File: src/lfr_cfg.svh
// Constants of the link frame handshake logic: CRC settings and widths.
// Assumes it is included by bare name by the package and by each module except the checker and the peer model.
`ifndef LFR_CFG_SVH
`define LFR_CFG_SVH

// ==========================================================================
// Frame CRC
// ==========================================================================
// Generator polynomial, MSB-first
`define LFR_CRC_POLY 32'h04C11DB7
// Start value loaded at the start of every frame
`define LFR_CRC_SEED 32'hFFFFFFFF
// Remainder left when a frame and its own CRC have been folded in
`define LFR_CRC_RESIDUE 32'h00000000
// Dword width on the link
`define LFR_DWORD_W 32

`endif

File: src/lfr_pkg.sv
// Types shared by the link frame handshake logic.
// Assumes the physical layer hands over one classified dword per clock.
`include "lfr_cfg.svh"

package lfr_pkg;

  // ========================================================================
  // Link primitives, as classified on receive and selected on transmit
  // ========================================================================
  typedef enum logic [3:0] {
    PR_DATA,   // Payload dword, not a primitive
    PR_CRC,    // Transmit only: the accumulated frame CRC
    PR_SYNC,
    PR_X_RDY,
    PR_R_RDY,
    PR_SOF,
    PR_EOF,
    PR_HOLD,
    PR_HOLDA,
    PR_R_IP,
    PR_DMAT,
    PR_WTRM,
    PR_R_OK,
    PR_R_ERR,
    PR_OTHER   // Any other primitive
  } lfr_prim_e;

  // ========================================================================
  // Link states
  // ========================================================================
  typedef enum logic [4:0] {
    ST_IDLE,
    ST_TX_PAYLOAD,
    ST_TX_LOCAL_HOLD,
    ST_TX_PEER_HOLD,
    ST_TX_CRC,
    ST_TX_END_OF_FRAME,
    ST_TX_WAIT_STATUS,
    ST_RX_WAIT_ROOM,
    ST_RX_READY_CHECK,
    ST_RX_PAYLOAD,
    ST_RX_LOCAL_HOLD,
    ST_RX_PEER_HOLD,
    ST_RX_CRC_CHECK,
    ST_RX_CRC_OK,
    ST_RX_SUCCESS,
    ST_RX_FAILURE,
    ST_NO_COMM_ERROR,
    ST_FRAME_ESCAPE
  } lfr_state_e;

  typedef logic [`LFR_DWORD_W-1:0] lfr_dword_t;

endpackage : lfr_pkg

File: src/lfr_crc.sv
// Frame CRC accumulator: folds one dword per enabled clock.
// Assumes clear and fold are never asked for in the same cycle.
`timescale 1ns/1ps
`include "lfr_cfg.svh"

module lfr_crc
  import lfr_pkg::*;
(
  input wire logic clk,
  input wire logic resetn,
  input wire logic clear,
  input wire logic fold,
  input wire lfr_dword_t word,
  output lfr_dword_t crc
);

  // ========================================================================
  // State
  // ========================================================================
  typedef struct packed {
    lfr_dword_t crc; // Running remainder
  } lfr_crc_s;

  lfr_crc_s state_q; // Registered state
  lfr_crc_s state_d; // Next state

  // One dword step, bit-serial unrolled by the loop, MSB first
  function automatic lfr_dword_t lfr_crc_step(lfr_dword_t c, lfr_dword_t w);
    lfr_dword_t r;
    r = c;
    for (int i = `LFR_DWORD_W - 1; i >= 0; i--)
    begin
      if (r[`LFR_DWORD_W-1] ^ w[i])
      begin
        r = {r[`LFR_DWORD_W-2:0], 1'b0} ^ `LFR_CRC_POLY;
      end
      else
      begin
        r = {r[`LFR_DWORD_W-2:0], 1'b0};
      end
    end
    return r;
  endfunction : lfr_crc_step

  // Next remainder: clear reseeds, fold advances
  always_comb
  begin
    state_d = state_q;
    if (clear)
    begin
      state_d.crc = `LFR_CRC_SEED;
    end
    else if (fold)
    begin
      state_d.crc = lfr_crc_step(state_q.crc, word);
    end
  end

  // State register
  always_ff @(posedge clk or negedge resetn)
  begin
    if (!resetn)
    begin
      state_q <= '{crc: `LFR_CRC_SEED};
    end
    else
    begin
      state_q <= state_d;
    end
  end

  assign crc = state_q.crc;

endmodule : lfr_crc

File: src/lfr_link_fsm.sv
// Link frame handshake: tail of the transmit machine, receive machine.
// Assumes one classified dword per clock from the physical layer and a
// transport layer that answers with levels in the same clock domain.
`timescale 1ns/1ps
`include "lfr_cfg.svh"

module lfr_link_fsm
  import lfr_pkg::*;
(
  input wire logic clk,
  input wire logic resetn,
  input wire logic phyLinkUp,
  input wire lfr_prim_e rxPrim,
  input wire lfr_dword_t rxWord,
  output lfr_prim_e txPrim,
  output logic txIsData,
  output lfr_dword_t txWord,
  input wire logic trTxRequest,
  input wire logic trTxAvail,
  input wire logic trTxDone,
  input wire lfr_dword_t trTxData,
  output logic trTxTake,
  input wire logic trEscape,
  input wire logic trRxSpace,
  input wire logic trRxTerminate,
  input wire logic trRxGood,
  input wire logic trRxUnrecognized,
  input wire logic trRxError,
  output lfr_dword_t rxDataOut,
  output logic rxDataValid,
  output logic rxCrcValid,
  output logic txStatusGood,
  output logic txStatusBad,
  output logic txDmatSeen,
  output logic evIllegal,
  output logic evNoComm,
  output logic evRxAbort,
  output lfr_state_e linkState
);

  // ========================================================================
  // State
  // ========================================================================
  typedef struct packed {
    lfr_state_e st;      // Link state
    lfr_dword_t rxData;  // Last dword passed upward
    logic rxValid;       // Pulse with rxData
    logic crcValid;      // Pulse on good CRC
    logic statGood;      // Pulse: peer reported R_OK
    logic statBad;       // Pulse: peer reported R_ERR
    logic dmat;          // Pulse: peer asked to end our frame
    logic illegal;       // Pulse: illegal transition
    logic noComm;        // Pulse: link dropped mid transfer
    logic rxAbort;       // Pulse: receive ended by unexpected dword
  } lfr_fsm_s;

  lfr_fsm_s state_q; // Registered state
  lfr_fsm_s state_d; // Next state
  lfr_prim_e txSel;  // Dword chosen for the next link slot
  logic txSend;      // A payload dword is taken this cycle
  logic txCrcClr;    // Reseed transmit CRC
  logic rxCrcClr;    // Reseed receive CRC
  logic rxFold;      // Received data dword enters the CRC
  lfr_dword_t txCrc; // Running transmit CRC
  lfr_dword_t rxCrc; // Running receive remainder

  // True for states that belong to a frame in flight
  function automatic logic lfr_in_frame(lfr_state_e s);
    return (s != ST_IDLE) && (s != ST_NO_COMM_ERROR) &&
      (s != ST_FRAME_ESCAPE);
  endfunction : lfr_in_frame

  // True for the four receive states where escape is honoured
  function automatic logic lfr_rx_body(lfr_state_e s);
    return (s == ST_RX_PAYLOAD) || (s == ST_RX_LOCAL_HOLD) ||
      (s == ST_RX_PEER_HOLD) || (s == ST_RX_CRC_OK);
  endfunction : lfr_rx_body

  // ========================================================================
  // Transmit selection and CRC control
  // ========================================================================
  // Payload only moves when nothing on the line stops it
  always_comb
  begin
    txSend = 1'b0;
    txSel = PR_SYNC;
    if (state_q.st == ST_TX_PAYLOAD || state_q.st == ST_TX_LOCAL_HOLD ||
        state_q.st == ST_TX_PEER_HOLD)
    begin
      txSend = phyLinkUp && !trEscape && trTxAvail && !trTxDone &&
        (rxPrim != PR_HOLD) && (rxPrim != PR_SYNC) &&
        (rxPrim != PR_DMAT);
    end
    case (state_q.st)
      ST_TX_PAYLOAD:
      begin
        // Local stall shows as HOLD, a peer stall as HOLDA
        txSel = txSend ? PR_DATA :
          (rxPrim == PR_HOLD ? PR_HOLDA : PR_HOLD);
      end
      ST_TX_LOCAL_HOLD:
      begin
        txSel = txSend ? PR_DATA : PR_HOLD;
      end
      ST_TX_PEER_HOLD:
      begin
        txSel = txSend ? PR_DATA : PR_HOLDA;
      end
      ST_TX_CRC: txSel = PR_CRC;
      ST_TX_END_OF_FRAME: txSel = PR_EOF;
      ST_TX_WAIT_STATUS: txSel = PR_WTRM;
      ST_RX_READY_CHECK: txSel = PR_R_RDY;
      ST_RX_WAIT_ROOM: txSel = PR_SYNC;
      ST_RX_PAYLOAD, ST_RX_CRC_CHECK, ST_RX_CRC_OK:
      begin
        // Terminate request only replaces R_IP while data flows
        txSel = (state_q.st == ST_RX_PAYLOAD && trRxTerminate) ?
          PR_DMAT : PR_R_IP;
      end
      ST_RX_LOCAL_HOLD: txSel = PR_HOLD;
      ST_RX_PEER_HOLD:
      begin
        txSel = trRxTerminate ? PR_DMAT : PR_HOLDA;
      end
      ST_RX_SUCCESS: txSel = PR_R_OK;
      ST_RX_FAILURE: txSel = PR_R_ERR;
      default: txSel = PR_SYNC;
    endcase
    txCrcClr = (state_q.st == ST_IDLE);
    rxCrcClr = (state_q.st == ST_RX_READY_CHECK);
    // Data arriving in a hold still rides on FIFO headroom
    rxFold = phyLinkUp && (rxPrim == PR_DATA) &&
      ((state_q.st == ST_RX_PAYLOAD) || (state_q.st == ST_RX_LOCAL_HOLD) ||
      (state_q.st == ST_RX_PEER_HOLD));
  end

  // ========================================================================
  // Next-state logic
  // ========================================================================
  always_comb
  begin
    state_d = state_q;
    state_d.rxValid = rxFold;
    state_d.crcValid = 1'b0;
    state_d.statGood = 1'b0;
    state_d.statBad = 1'b0;
    state_d.dmat = 1'b0;
    state_d.illegal = 1'b0;
    state_d.noComm = 1'b0;
    state_d.rxAbort = 1'b0;
    if (rxFold)
    begin
      state_d.rxData = rxWord;
    end
    if (!phyLinkUp && lfr_in_frame(state_q.st))
    begin
      // Link lost anywhere in a transfer fails it
      state_d.st = ST_NO_COMM_ERROR;
      state_d.noComm = 1'b1;
    end
    else if (trEscape && ((state_q.st == ST_TX_PAYLOAD) ||
      (state_q.st == ST_TX_LOCAL_HOLD) || (state_q.st == ST_TX_PEER_HOLD) ||
      lfr_rx_body(state_q.st)))
    begin
      // Escape outranks every dword on the line
      state_d.st = ST_FRAME_ESCAPE;
    end
    else
    begin
      case (state_q.st)
        ST_IDLE:
        begin
          // A peer request wins; our own frame waits for idle again
          if (rxPrim == PR_X_RDY)
          begin
            state_d.st = trRxSpace ? ST_RX_READY_CHECK : ST_RX_WAIT_ROOM;
          end
          else if (trTxRequest && phyLinkUp)
          begin
            state_d.st = ST_TX_PAYLOAD;
          end
        end
        ST_TX_PAYLOAD, ST_TX_LOCAL_HOLD:
        begin
          if (rxPrim == PR_SYNC)
          begin
            state_d.st = ST_IDLE;
            state_d.illegal = 1'b1;
          end
          else if (rxPrim == PR_DMAT)
          begin
            state_d.st = ST_TX_CRC;
            state_d.dmat = 1'b1;
          end
          else if (trTxDone)
          begin
            state_d.st = ST_TX_CRC;
          end
          else if (rxPrim == PR_HOLD && trTxAvail)
          begin
            state_d.st = ST_TX_PEER_HOLD;
          end
          else if (!trTxAvail)
          begin
            // Payload state with HOLD and no data also parks here
            state_d.st = ST_TX_LOCAL_HOLD;
          end
          else if (rxPrim != PR_HOLD)
          begin
            state_d.st = ST_TX_PAYLOAD;
          end
        end
        ST_TX_PEER_HOLD:
        begin
          if (rxPrim == PR_SYNC)
          begin
            state_d.st = ST_IDLE;
            state_d.illegal = 1'b1;
          end
          else if (rxPrim == PR_DMAT)
          begin
            state_d.st = ST_TX_CRC;
            state_d.dmat = 1'b1;
          end
          else if (rxPrim != PR_HOLD && trTxAvail)
          begin
            state_d.st = ST_TX_PAYLOAD;
          end
        end
        ST_TX_CRC, ST_TX_END_OF_FRAME:
        begin
          if (rxPrim == PR_SYNC)
          begin
            state_d.st = ST_IDLE;
            state_d.illegal = 1'b1;
          end
          else
          begin
            // Each of these takes exactly one link slot
            state_d.st = (state_q.st == ST_TX_CRC) ?
              ST_TX_END_OF_FRAME : ST_TX_WAIT_STATUS;
          end
        end
        ST_TX_WAIT_STATUS:
        begin
          if (rxPrim == PR_R_OK)
          begin
            state_d.st = ST_IDLE;
            state_d.statGood = 1'b1;
          end
          else if (rxPrim == PR_R_ERR)
          begin
            state_d.st = ST_IDLE;
            state_d.statBad = 1'b1;
          end
          else if (rxPrim == PR_SYNC)
          begin
            state_d.st = ST_IDLE;
            state_d.illegal = 1'b1;
          end
        end
        ST_RX_WAIT_ROOM:
        begin
          if (rxPrim == PR_X_RDY)
          begin
            // Without room keep answering SYNC
            if (trRxSpace)
            begin
              state_d.st = ST_RX_READY_CHECK;
            end
          end
          else
          begin
            state_d.st = ST_IDLE;
            state_d.rxAbort = 1'b1;
          end
        end
        ST_RX_READY_CHECK:
        begin
          if (rxPrim == PR_SOF)
          begin
            state_d.st = ST_RX_PAYLOAD;
          end
          else if (rxPrim != PR_X_RDY)
          begin
            state_d.st = ST_IDLE;
            state_d.rxAbort = 1'b1;
          end
        end
        ST_RX_PAYLOAD:
        begin
          case (rxPrim)
            PR_DATA:
            begin
              if (!trRxSpace)
              begin
                state_d.st = ST_RX_LOCAL_HOLD;
              end
            end
            PR_HOLD: state_d.st = ST_RX_PEER_HOLD;
            PR_EOF: state_d.st = ST_RX_CRC_CHECK;
            PR_WTRM: state_d.st = ST_RX_FAILURE;
            PR_SYNC:
            begin
              state_d.st = ST_IDLE;
              state_d.rxAbort = 1'b1;
            end
            default: state_d.st = ST_RX_PAYLOAD;
          endcase
        end
        ST_RX_LOCAL_HOLD:
        begin
          if (rxPrim == PR_EOF)
          begin
            // Headroom absorbs an EOF that was already in flight
            state_d.st = ST_RX_CRC_CHECK;
          end
          else if (rxPrim == PR_SYNC)
          begin
            state_d.st = ST_IDLE;
            state_d.illegal = 1'b1;
          end
          else if (trRxSpace)
          begin
            state_d.st = (rxPrim == PR_HOLD) ?
              ST_RX_PEER_HOLD : ST_RX_PAYLOAD;
          end
        end
        ST_RX_PEER_HOLD:
        begin
          if (rxPrim == PR_EOF)
          begin
            state_d.st = ST_RX_CRC_CHECK;
          end
          else if (rxPrim == PR_SYNC)
          begin
            state_d.st = ST_IDLE;
            state_d.rxAbort = 1'b1;
          end
          else if (rxPrim != PR_HOLD)
          begin
            state_d.st = ST_RX_PAYLOAD;
          end
        end
        ST_RX_CRC_CHECK:
        begin
          // Remainder is settled on the first cycle here
          if (rxCrc == `LFR_CRC_RESIDUE)
          begin
            state_d.st = ST_RX_CRC_OK;
            state_d.crcValid = 1'b1;
          end
          else
          begin
            state_d.st = ST_RX_FAILURE;
          end
        end
        ST_RX_CRC_OK:
        begin
          if (trRxUnrecognized || trRxError)
          begin
            state_d.st = ST_RX_FAILURE;
          end
          else if (trRxGood)
          begin
            state_d.st = ST_RX_SUCCESS;
          end
        end
        ST_RX_SUCCESS, ST_RX_FAILURE, ST_FRAME_ESCAPE:
        begin
          if (rxPrim == PR_SYNC)
          begin
            state_d.st = ST_IDLE;
          end
        end
        ST_NO_COMM_ERROR:
        begin
          // Sit out the outage, then start clean
          if (phyLinkUp)
          begin
            state_d.st = ST_IDLE;
          end
        end
        default: state_d.st = ST_IDLE;
      endcase
    end
  end

  // State register
  always_ff @(posedge clk or negedge resetn)
  begin
    if (!resetn)
    begin
      state_q <= '{st: ST_IDLE, rxData: '0, default: 1'b0};
    end
    else
    begin
      state_q <= state_d;
    end
  end

  // ========================================================================
  // Submodules
  // ========================================================================
  // Transmit CRC covers each payload dword as it is taken
  lfr_crc u_tx_crc (
    .clk(clk),
    .resetn(resetn),
    .clear(txCrcClr),
    .fold(txSend),
    .word(trTxData),
    .crc(txCrc)
  );

  // Receive CRC covers payload and the trailing CRC dword
  lfr_crc u_rx_crc (
    .clk(clk),
    .resetn(resetn),
    .clear(rxCrcClr),
    .fold(rxFold),
    .word(rxWord),
    .crc(rxCrc)
  );

  // Registered link output
  lfr_tx_out u_tx_out (
    .clk(clk),
    .resetn(resetn),
    .sel(txSel),
    .payload(trTxData),
    .crc(txCrc),
    .txPrim(txPrim),
    .txIsData(txIsData),
    .txWord(txWord)
  );

  assign trTxTake = txSend;
  assign rxDataOut = state_q.rxData;
  assign rxDataValid = state_q.rxValid;
  assign rxCrcValid = state_q.crcValid;
  assign txStatusGood = state_q.statGood;
  assign txStatusBad = state_q.statBad;
  assign txDmatSeen = state_q.dmat;
  assign evIllegal = state_q.illegal;
  assign evNoComm = state_q.noComm;
  assign evRxAbort = state_q.rxAbort;
  assign linkState = state_q.st;

endmodule : lfr_link_fsm

File: src/lfr_tx_out.sv
// Transmit output stage: registers the dword chosen by the state machine.
// Assumes the physical layer takes one dword per clock with no stall.
`timescale 1ns/1ps
`include "lfr_cfg.svh"

module lfr_tx_out
  import lfr_pkg::*;
(
  input wire logic clk,
  input wire logic resetn,
  input wire lfr_prim_e sel,
  input wire lfr_dword_t payload,
  input wire lfr_dword_t crc,
  output lfr_prim_e txPrim,
  output logic txIsData,
  output lfr_dword_t txWord
);

  // ========================================================================
  // State
  // ========================================================================
  typedef struct packed {
    lfr_prim_e prim;  // Primitive being sent
    logic isData;     // High when txWord carries payload or CRC
    lfr_dword_t word; // Payload or CRC dword
  } lfr_tx_out_s;

  lfr_tx_out_s state_q; // Registered state
  lfr_tx_out_s state_d; // Next state

  // Choose what goes on the link next; CRC travels as a data dword
  always_comb
  begin
    state_d.prim = sel;
    state_d.isData = (sel == PR_DATA) || (sel == PR_CRC);
    if (sel == PR_CRC)
    begin
      state_d.word = crc;
    end
    else if (sel == PR_DATA)
    begin
      state_d.word = payload;
    end
    else
    begin
      state_d.word = '0;
    end
  end

  // Idle link sends SYNC out of reset
  always_ff @(posedge clk or negedge resetn)
  begin
    if (!resetn)
    begin
      state_q <= '{prim: PR_SYNC, isData: 1'b0, word: '0};
    end
    else
    begin
      state_q <= state_d;
    end
  end

  assign txPrim = state_q.prim;
  assign txIsData = state_q.isData;
  assign txWord = state_q.word;

endmodule : lfr_tx_out

File: config.mk
export PLATFORM = sky130hd
export DESIGN_NAME = lfr_link_fsm
export DESIGN_NICKNAME = d
export VERILOG_FILES = /design/src/lfr_pkg.sv /design/src/lfr_crc.sv /design/src/lfr_link_fsm.sv /design/src/lfr_tx_out.sv
export VERILOG_INCLUDE_DIRS = /design/src
export SDC_FILE = /design/constraint.sdc
export NUM_CORES = 1
export LEC_CHECK = 0
export BUFFER_PORTS_ARGS = -buffer_cell sky130_fd_sc_hd__buf_2
export CAP_MARGIN = 20
export CORE_AREA = 2 2 141 143
export CTS_CLUSTER_DIAMETER = 40
export DETAILED_ROUTE_END_ITERATION = 10
export DIE_AREA = 0 0 143 145
export GPL_TIMING_DRIVEN = 0
export PLACE_DENSITY = 0.9
export SETUP_SLACK_MARGIN = 0.5
export SLEW_MARGIN = 20
export SYNTH_ARGS = -nofsm -noshare
export SYNTH_HDL_FRONTEND = slang
export SYNTH_SLANG_ARGS = --single-unit
File: constraint.sdc
create_clock -name clk -period 12.25 [get_ports clk]
set_clock_uncertainty 0.2 [all_clocks]
set_input_delay 1.8375 -clock clk [delete_from_list [all_inputs] [get_ports clk]]
set_output_delay 1.8375 -clock clk [all_outputs]
set_load 0.05 [all_outputs]
==> results_dict.tcl, run 1 <==
set metrics [dict create \
    status "finished clean" \
    fillCellCount 1390 \
    critPathMaxStageDelay_ns 0.58 \
    drv_cap 0 \
    final_nets 1424 \
    max_slew.worst_pin.slew_ns 0.9537 \
    cts-resized-gates 0 \
    synth_cell_types 54 \
    die_h_um 145 \
    worstSetupPathType "input pin to output pin" \
    syn_area_um2 12080 \
    path_common_cell "clkbuf_1" \
    cts.clk_slew.worst_paths_ns 0.06 \
    area.sequential_um2 3735 \
    crit_path_end_kind "output pin" \
    syn_nets 1243 \
    worst_ep_arrival_time_ns 4.55 \
    ys_seq_area_share_pct 30.91 \
    grt_first_pass_wirelength_um 56350 \
    grtUsageTotal_pct 36.12 \
    vias 9601 \
    avgViaCountPerCell 5.908 \
    holdWs_ns 0.2615 \
    syn_area_per_cell_um2 10.39 \
    drt-initial-drc-count 970 \
    gp_congestion 1.024 \
    core_um2 19210 \
    place_hpwl_um 28400 \
    multi_input_area_um2 8139 \
    synthArstFlopShare_pct 100.0 \
    ctsHtreeMaxLevel 4 \
    final_cell_mix "xnor2_1, buf_2, nand2_1, xor2_1, dfrtp_1" \
    hold_violations 0 \
    path_buf_inv 5 \
    dieArea_um2 20740 \
    ys.flop_type "dfrtp_1" \
    drc 0 \
    areaGrowthSynthToFinish_pct 15.14 \
    synth-warning-count 0 \
    start_util_pct 62.90 \
    drt-total-wl_um 36760 \
    grt_pass1_vias 9821 \
    cts_setup_buffers 0 \
    required_ns 10.21 \
    finalSetupViolCount 0 \
    critPathLaunchType "input pin" \
    cp_cell_sequence "clkbuf_1, nand2b_1, o21ai_0, or4_1, clkbuf_1, inv_1, clkbuf_1, buf_2" \
    layout_commonest_cell "xnor2_1" \
    cts-hold-fix-buffers 0 \
    hold_path_class "flop to flop" \
    cp_slowest_cell "or4_1" \
    drt-wirelength-per-cell_um 22.62 \
    clock_path_buffers 2 \
    relSlewSlack_pct 35.97 \
    fmax_mhz 151.8 \
    portBuffers 161 \
    synth-seq-cells 146 \
    cts_sinks 146 \
    drv_slew 0 \
    clock_latency_ns 0.43 \
    root_buffer "clkbuf_16" \
    rsz0062_at_grt "no" \
    fin_crit_sh_pct 53.76 \
    cpLargestDelayFamily "buffers and inverters" \
    cts_tree "yes" \
    die_w_um 143 \
    synth_edf_count 0 \
    num_rows 51 \
    first_pass_iters 5 \
    ioPinCount 163 \
    drive_gt1_share_pct 23.43 \
    antenna_left 0 \
    path_max_fanout 10 \
    synth_cells 1163 \
    antenna_found_initial 2 \
    period_minus_slack_ns 6.585 \
    grt_max_degree 75 \
    rrSetupSlack_ns 7.17 \
    finalSetupTns_ns 0 \
    numCtsBuffers 17 \
    grt_overflow_total 0 \
]
[tightest hold or removal path: stages, from the launching register on]
cell	delay, ns
dfrtp_1	0.33
nand2_1	0.05
nand2_1	0.05
[through the flow]
| stage | worst slack, ns | cells | area, um^2 | utilization [%] |
|---|---|---|---|---|
| floorplan | 6.374 | 1163 | 12080 | - |
| global placement | 5.725 | 1589 | 13220 | 68.82 |
| detailed placement | 5.730 | 1590 | 13260 | 69.05 |
| CTS | 5.733 | 1622 | 13900 | 72.39 |
| global route | 5.570 | 1624 | 13910 | 72.41 |
| finish | 5.665 | 1625 | 13910 | 72.43 |
[area by class of cell]
| type | instances | share of cell area (%) |
|---|---|---|
| Multi-Input combinational cell | 960 | 58.51 |
| Antenna cell | 3 | 0.05397 |
| Clock inverter | 13 | 1.421 |
| Timing Repair Buffer | 162 | 6.062 |
| Inverter | 6 | 0.1619 |
| Sequential cell | 146 | 26.85 |
| Tap cell | 265 | 2.384 |
| Buffer | 51 | 1.376 |
| Clock buffer | 19 | 3.184 |
[sequential cells by signal (all words and copies together), names as in the netlist]
name / cells
u_rx_crc.crc: 32
rxDataValid: 1
evNoComm: 1
u_tx_crc.crc: 32
txDmatSeen: 1
linkState: 5
rxCrcValid: 1
evIllegal: 1
u_tx_out.txWord: 32
u_tx_out.txIsData: 1
u_tx_out.txPrim: 4
rxDataOut: 32
txStatusBad: 1
evRxAbort: 1
txStatusGood: 1
[Yosys cell counts (5+ instances only)]
cell type / count / area, um^2
a21oi_1: 67 / 335.3
a22o_1: 32 / 280.3
clkbuf_1: 50 / 187.7
dfrtp_1: 81 / 2027
dfstp_2: 65 / 1708
inv_1: 6 / 22.52
nand2_1: 126 / 473.0
nand2b_1: 9 / 56.30
nand3_1: 7 / 35.03
nor2_1: 32 / 120.1
nor2b_1: 7 / 43.79
nor3_1: 70 / 350.3
nor4_1: 12 / 75.07
o21ai_0: 25 / 125.1
o22ai_1: 5 / 31.28
or3_1: 7 / 43.79
xnor2_1: 323 / 2829
xnor2_2: 26 / 422.9
xnor2_4: 7 / 192.7
xnor3_1: 38 / 855.8
xnor3_2: 14 / 332.8
xor2_1: 91 / 797.0
xor2_2: 7 / 113.9
xor3_1: 8 / 190.2
[per-layer routing]
layer | track usage, % | vias to the layer above | wire [um]
li1 | - | 4271 | -
met1 | 46.75 | 4658 | 14180
met2 | 58.76 | 555 | 17830
met3 | 6.073 | 117 | 2929
met4 | 17.33 | 0 | 1827
met5 | 0 | - | 0
[logic make-up (layout without fill, tap and decap cells)]
| kind of cell | count (synthesis) | count (layout) | share of synthesized area (%) |
|---|---|---|---|
| DFF | 146 | 146 | 30.91 |
| other | 0 | 3 | 0 |
| xor gates and xnor gates | 517 | 517 | 48.15 |
| adders and majority gates | 1 | 1 | 0.08285 |
| AOI/OAI and AO/OA | 160 | 160 | 8.471 |
| and+or+nand+nor | 281 | 281 | 10.53 |
| muxes | 1 | 1 | 0.08285 |
| buffers and inverters | 57 | 251 | 1.771 |
[path summary, 6_finish.rpt]
check,start,endpoint,depth (start not counted)
max in group asynchronous,resetn,u_rx_crc.crc[13],2
setup / recovery,rxPrim[0],trTxTake,8
hold / removal,rxDataOut[9],rxDataOut[9],2
hold reg to reg,rxDataOut[9],rxDataOut[9],2
setup reg to reg,u_tx_crc.crc[23],u_tx_crc.crc[13],9
min in group asynchronous,resetn,linkState[1],1
Power of run 1 is left out: the tool's default activity adds up to more than one toggle a clock period on the data nets, which glitch-free logic cannot reach.
==> run 2: changes to the inputs <==
CORE_AREA = 2 2 153 155   (was 2 2 141 143)
DIE_AREA = 0 0 155 157   (was 0 0 143 145)
PLACE_DENSITY = 0.82   (was 0.9)
clock period = 5.93 ns   (was 12.25 ns; I/O delays follow)
==> results_dict.tcl, run 2 (synthesis gave the netlist of run 1 again) <==
set metrics [dict create \
    status "finished clean" \
    place_hpwl_um 27650 \
    core_um2 22500 \
    drt-wirelength-per-cell_um 21.65 \
    critPathLaunchType "input pin" \
    vias 9400 \
    cp_slowest_cell "xnor2_1" \
    die_w_um 155 \
    die_h_um 157 \
    drive_gt1_share_pct 23.29 \
    drv_cap 0 \
    portBuffers 161 \
    grt_pass1_vias 9529 \
    path_common_cell "xnor2_1" \
    cts-hold-fix-buffers 0 \
    finalSetupViolCount 0 \
    hold_path_class "input pin to asynchronous set/reset pin" \
    relSlewSlack_pct 37.38 \
    start_util_pct 53.69 \
    path_max_fanout 6 \
    clock_path_buffers 2 \
    fmax_mhz 200.7 \
    max_slew.worst_pin.slew_ns 0.9327 \
    use_met1_pct 39.01 \
    areaGrowthSynthToFinish_pct 14.75 \
    drv_slew 0 \
    dieArea_um2 24340 \
    grt_first_pass_wirelength_um 54680 \
    cts_setup_buffers 0 \
    ctsHtreeMaxLevel 4 \
    ioPinCount 163 \
    critPathMaxStageDelay_ns 0.72 \
    place_inst 1610 \
    drt-initial-drc-count 799 \
    final_nets 1424 \
    fin_area_um2 13860 \
    cts_tree "yes" \
    cp_cell_sequence "buf_2, xnor2_1, xnor3_1, xnor2_1, xnor2_1, xnor2_2, xnor2_1, xor3_1, xnor3_1, o32a_1" \
    cts_sinks 146 \
    drc 0 \
    grtUsageMet3_pct 5.286 \
    period_minus_slack_ns 4.981 \
    avgViaCountPerCell 5.721 \
    layout_commonest_cell "xnor2_1" \
    required_ns 6.09 \
    layout.cells.non_filler 1643 \
    met2_usage_pct 49.21 \
    cts.clk_slew.worst_paths_ns 0.07 \
    top_usage_layer "met2" \
    drt-total-wl_um 35570 \
    cts-resized-gates 0 \
    num_rows 55 \
    clock_latency_ns 0.43 \
    placed_area_um2 13280 \
    fin_crit_sh_pct 84.00 \
    rsz0062_at_grt "no" \
    worst_ep_arrival_time_ns 5.14 \
    antenna_found_initial 2 \
    hold_violations 0 \
    crit_path_end_kind "flop" \
    worstSetupPathType "input pin to flop" \
    grt_max_degree 78 \
    grt_overflow_total 0 \
    final_cell_mix "xnor2_1, buf_2, nand2_1, xor2_1, dfrtp_1" \
    root_buffer "clkbuf_16" \
    grtUsageTotal_pct 29.60 \
    gp_congestion 1.009 \
    numCtsBuffers 17 \
    antenna_left 0 \
    first_pass_iters 5 \
    finalSetupTns_ns 0 \
]
run 2: cell type report:
cell class | instances | area (um^2)
timing repair buffer | 162 | 843.3
tap | 285 | 356.6
clock inverter | 12 | 132.6
antenna | 1 | 2.502
buffer | 51 | 191.4
fill | 1836 | 8640
inverter | 6 | 22.52
multi-input combinational | 960 | 8133
clock buffer | 20 | 446.7
sequential | 146 | 3735
run 2: worst paths after layout:
check / depth (start not counted) / end / startpoint / slack [ns]
setup / recovery: 10 / u_tx_crc.crc[13] / trTxData[23] / 0.95
hold reg to reg: 2 / rxDataOut[4] / rxDataOut[4] / 0.26
setup reg to reg: 9 / u_tx_crc.crc[13] / u_tx_crc.crc[23] / 1.12
max in group asynchronous: 2 / u_tx_crc.crc[15] / resetn / 4.54
min in group clk: 2 / rxDataOut[4] / rxDataOut[4] / 0.26
hold / removal: 1 / linkState[4] / resetn / 0.19
run 2: layer usage:
metal,vias to the layer above,share of wire (%)
met1,4548,41
met5,-,0
met2,493,47
li1,4272,-
met4,0,3.4
met3,87,8.4
run 2: through the flow:
| stage | worst slack, ns | hold slack [ns] | utilization (%) |
|---|---|---|---|
| after global routing | 0.9769 | 0.2371 | 61.61 |
| after floorplan | 1.461 | 0.2924 | - |
| after CTS | 1.111 | 0.2155 | 61.60 |
| after detailed placement | 0.6609 | 0.2505 | 59.02 |
| after global placement | 0.7087 | 0.2445 | 58.85 |
| final | 0.9486 | 0.1868 | 61.61 |
run 2: critical path, delay by kind of cell:
kind	cells	cell delay (ns)
xor+xnor	8	3.93
compound gates	1	0.19
buf+inv	1	0.11
Power of run 2 is left out for the same reason.
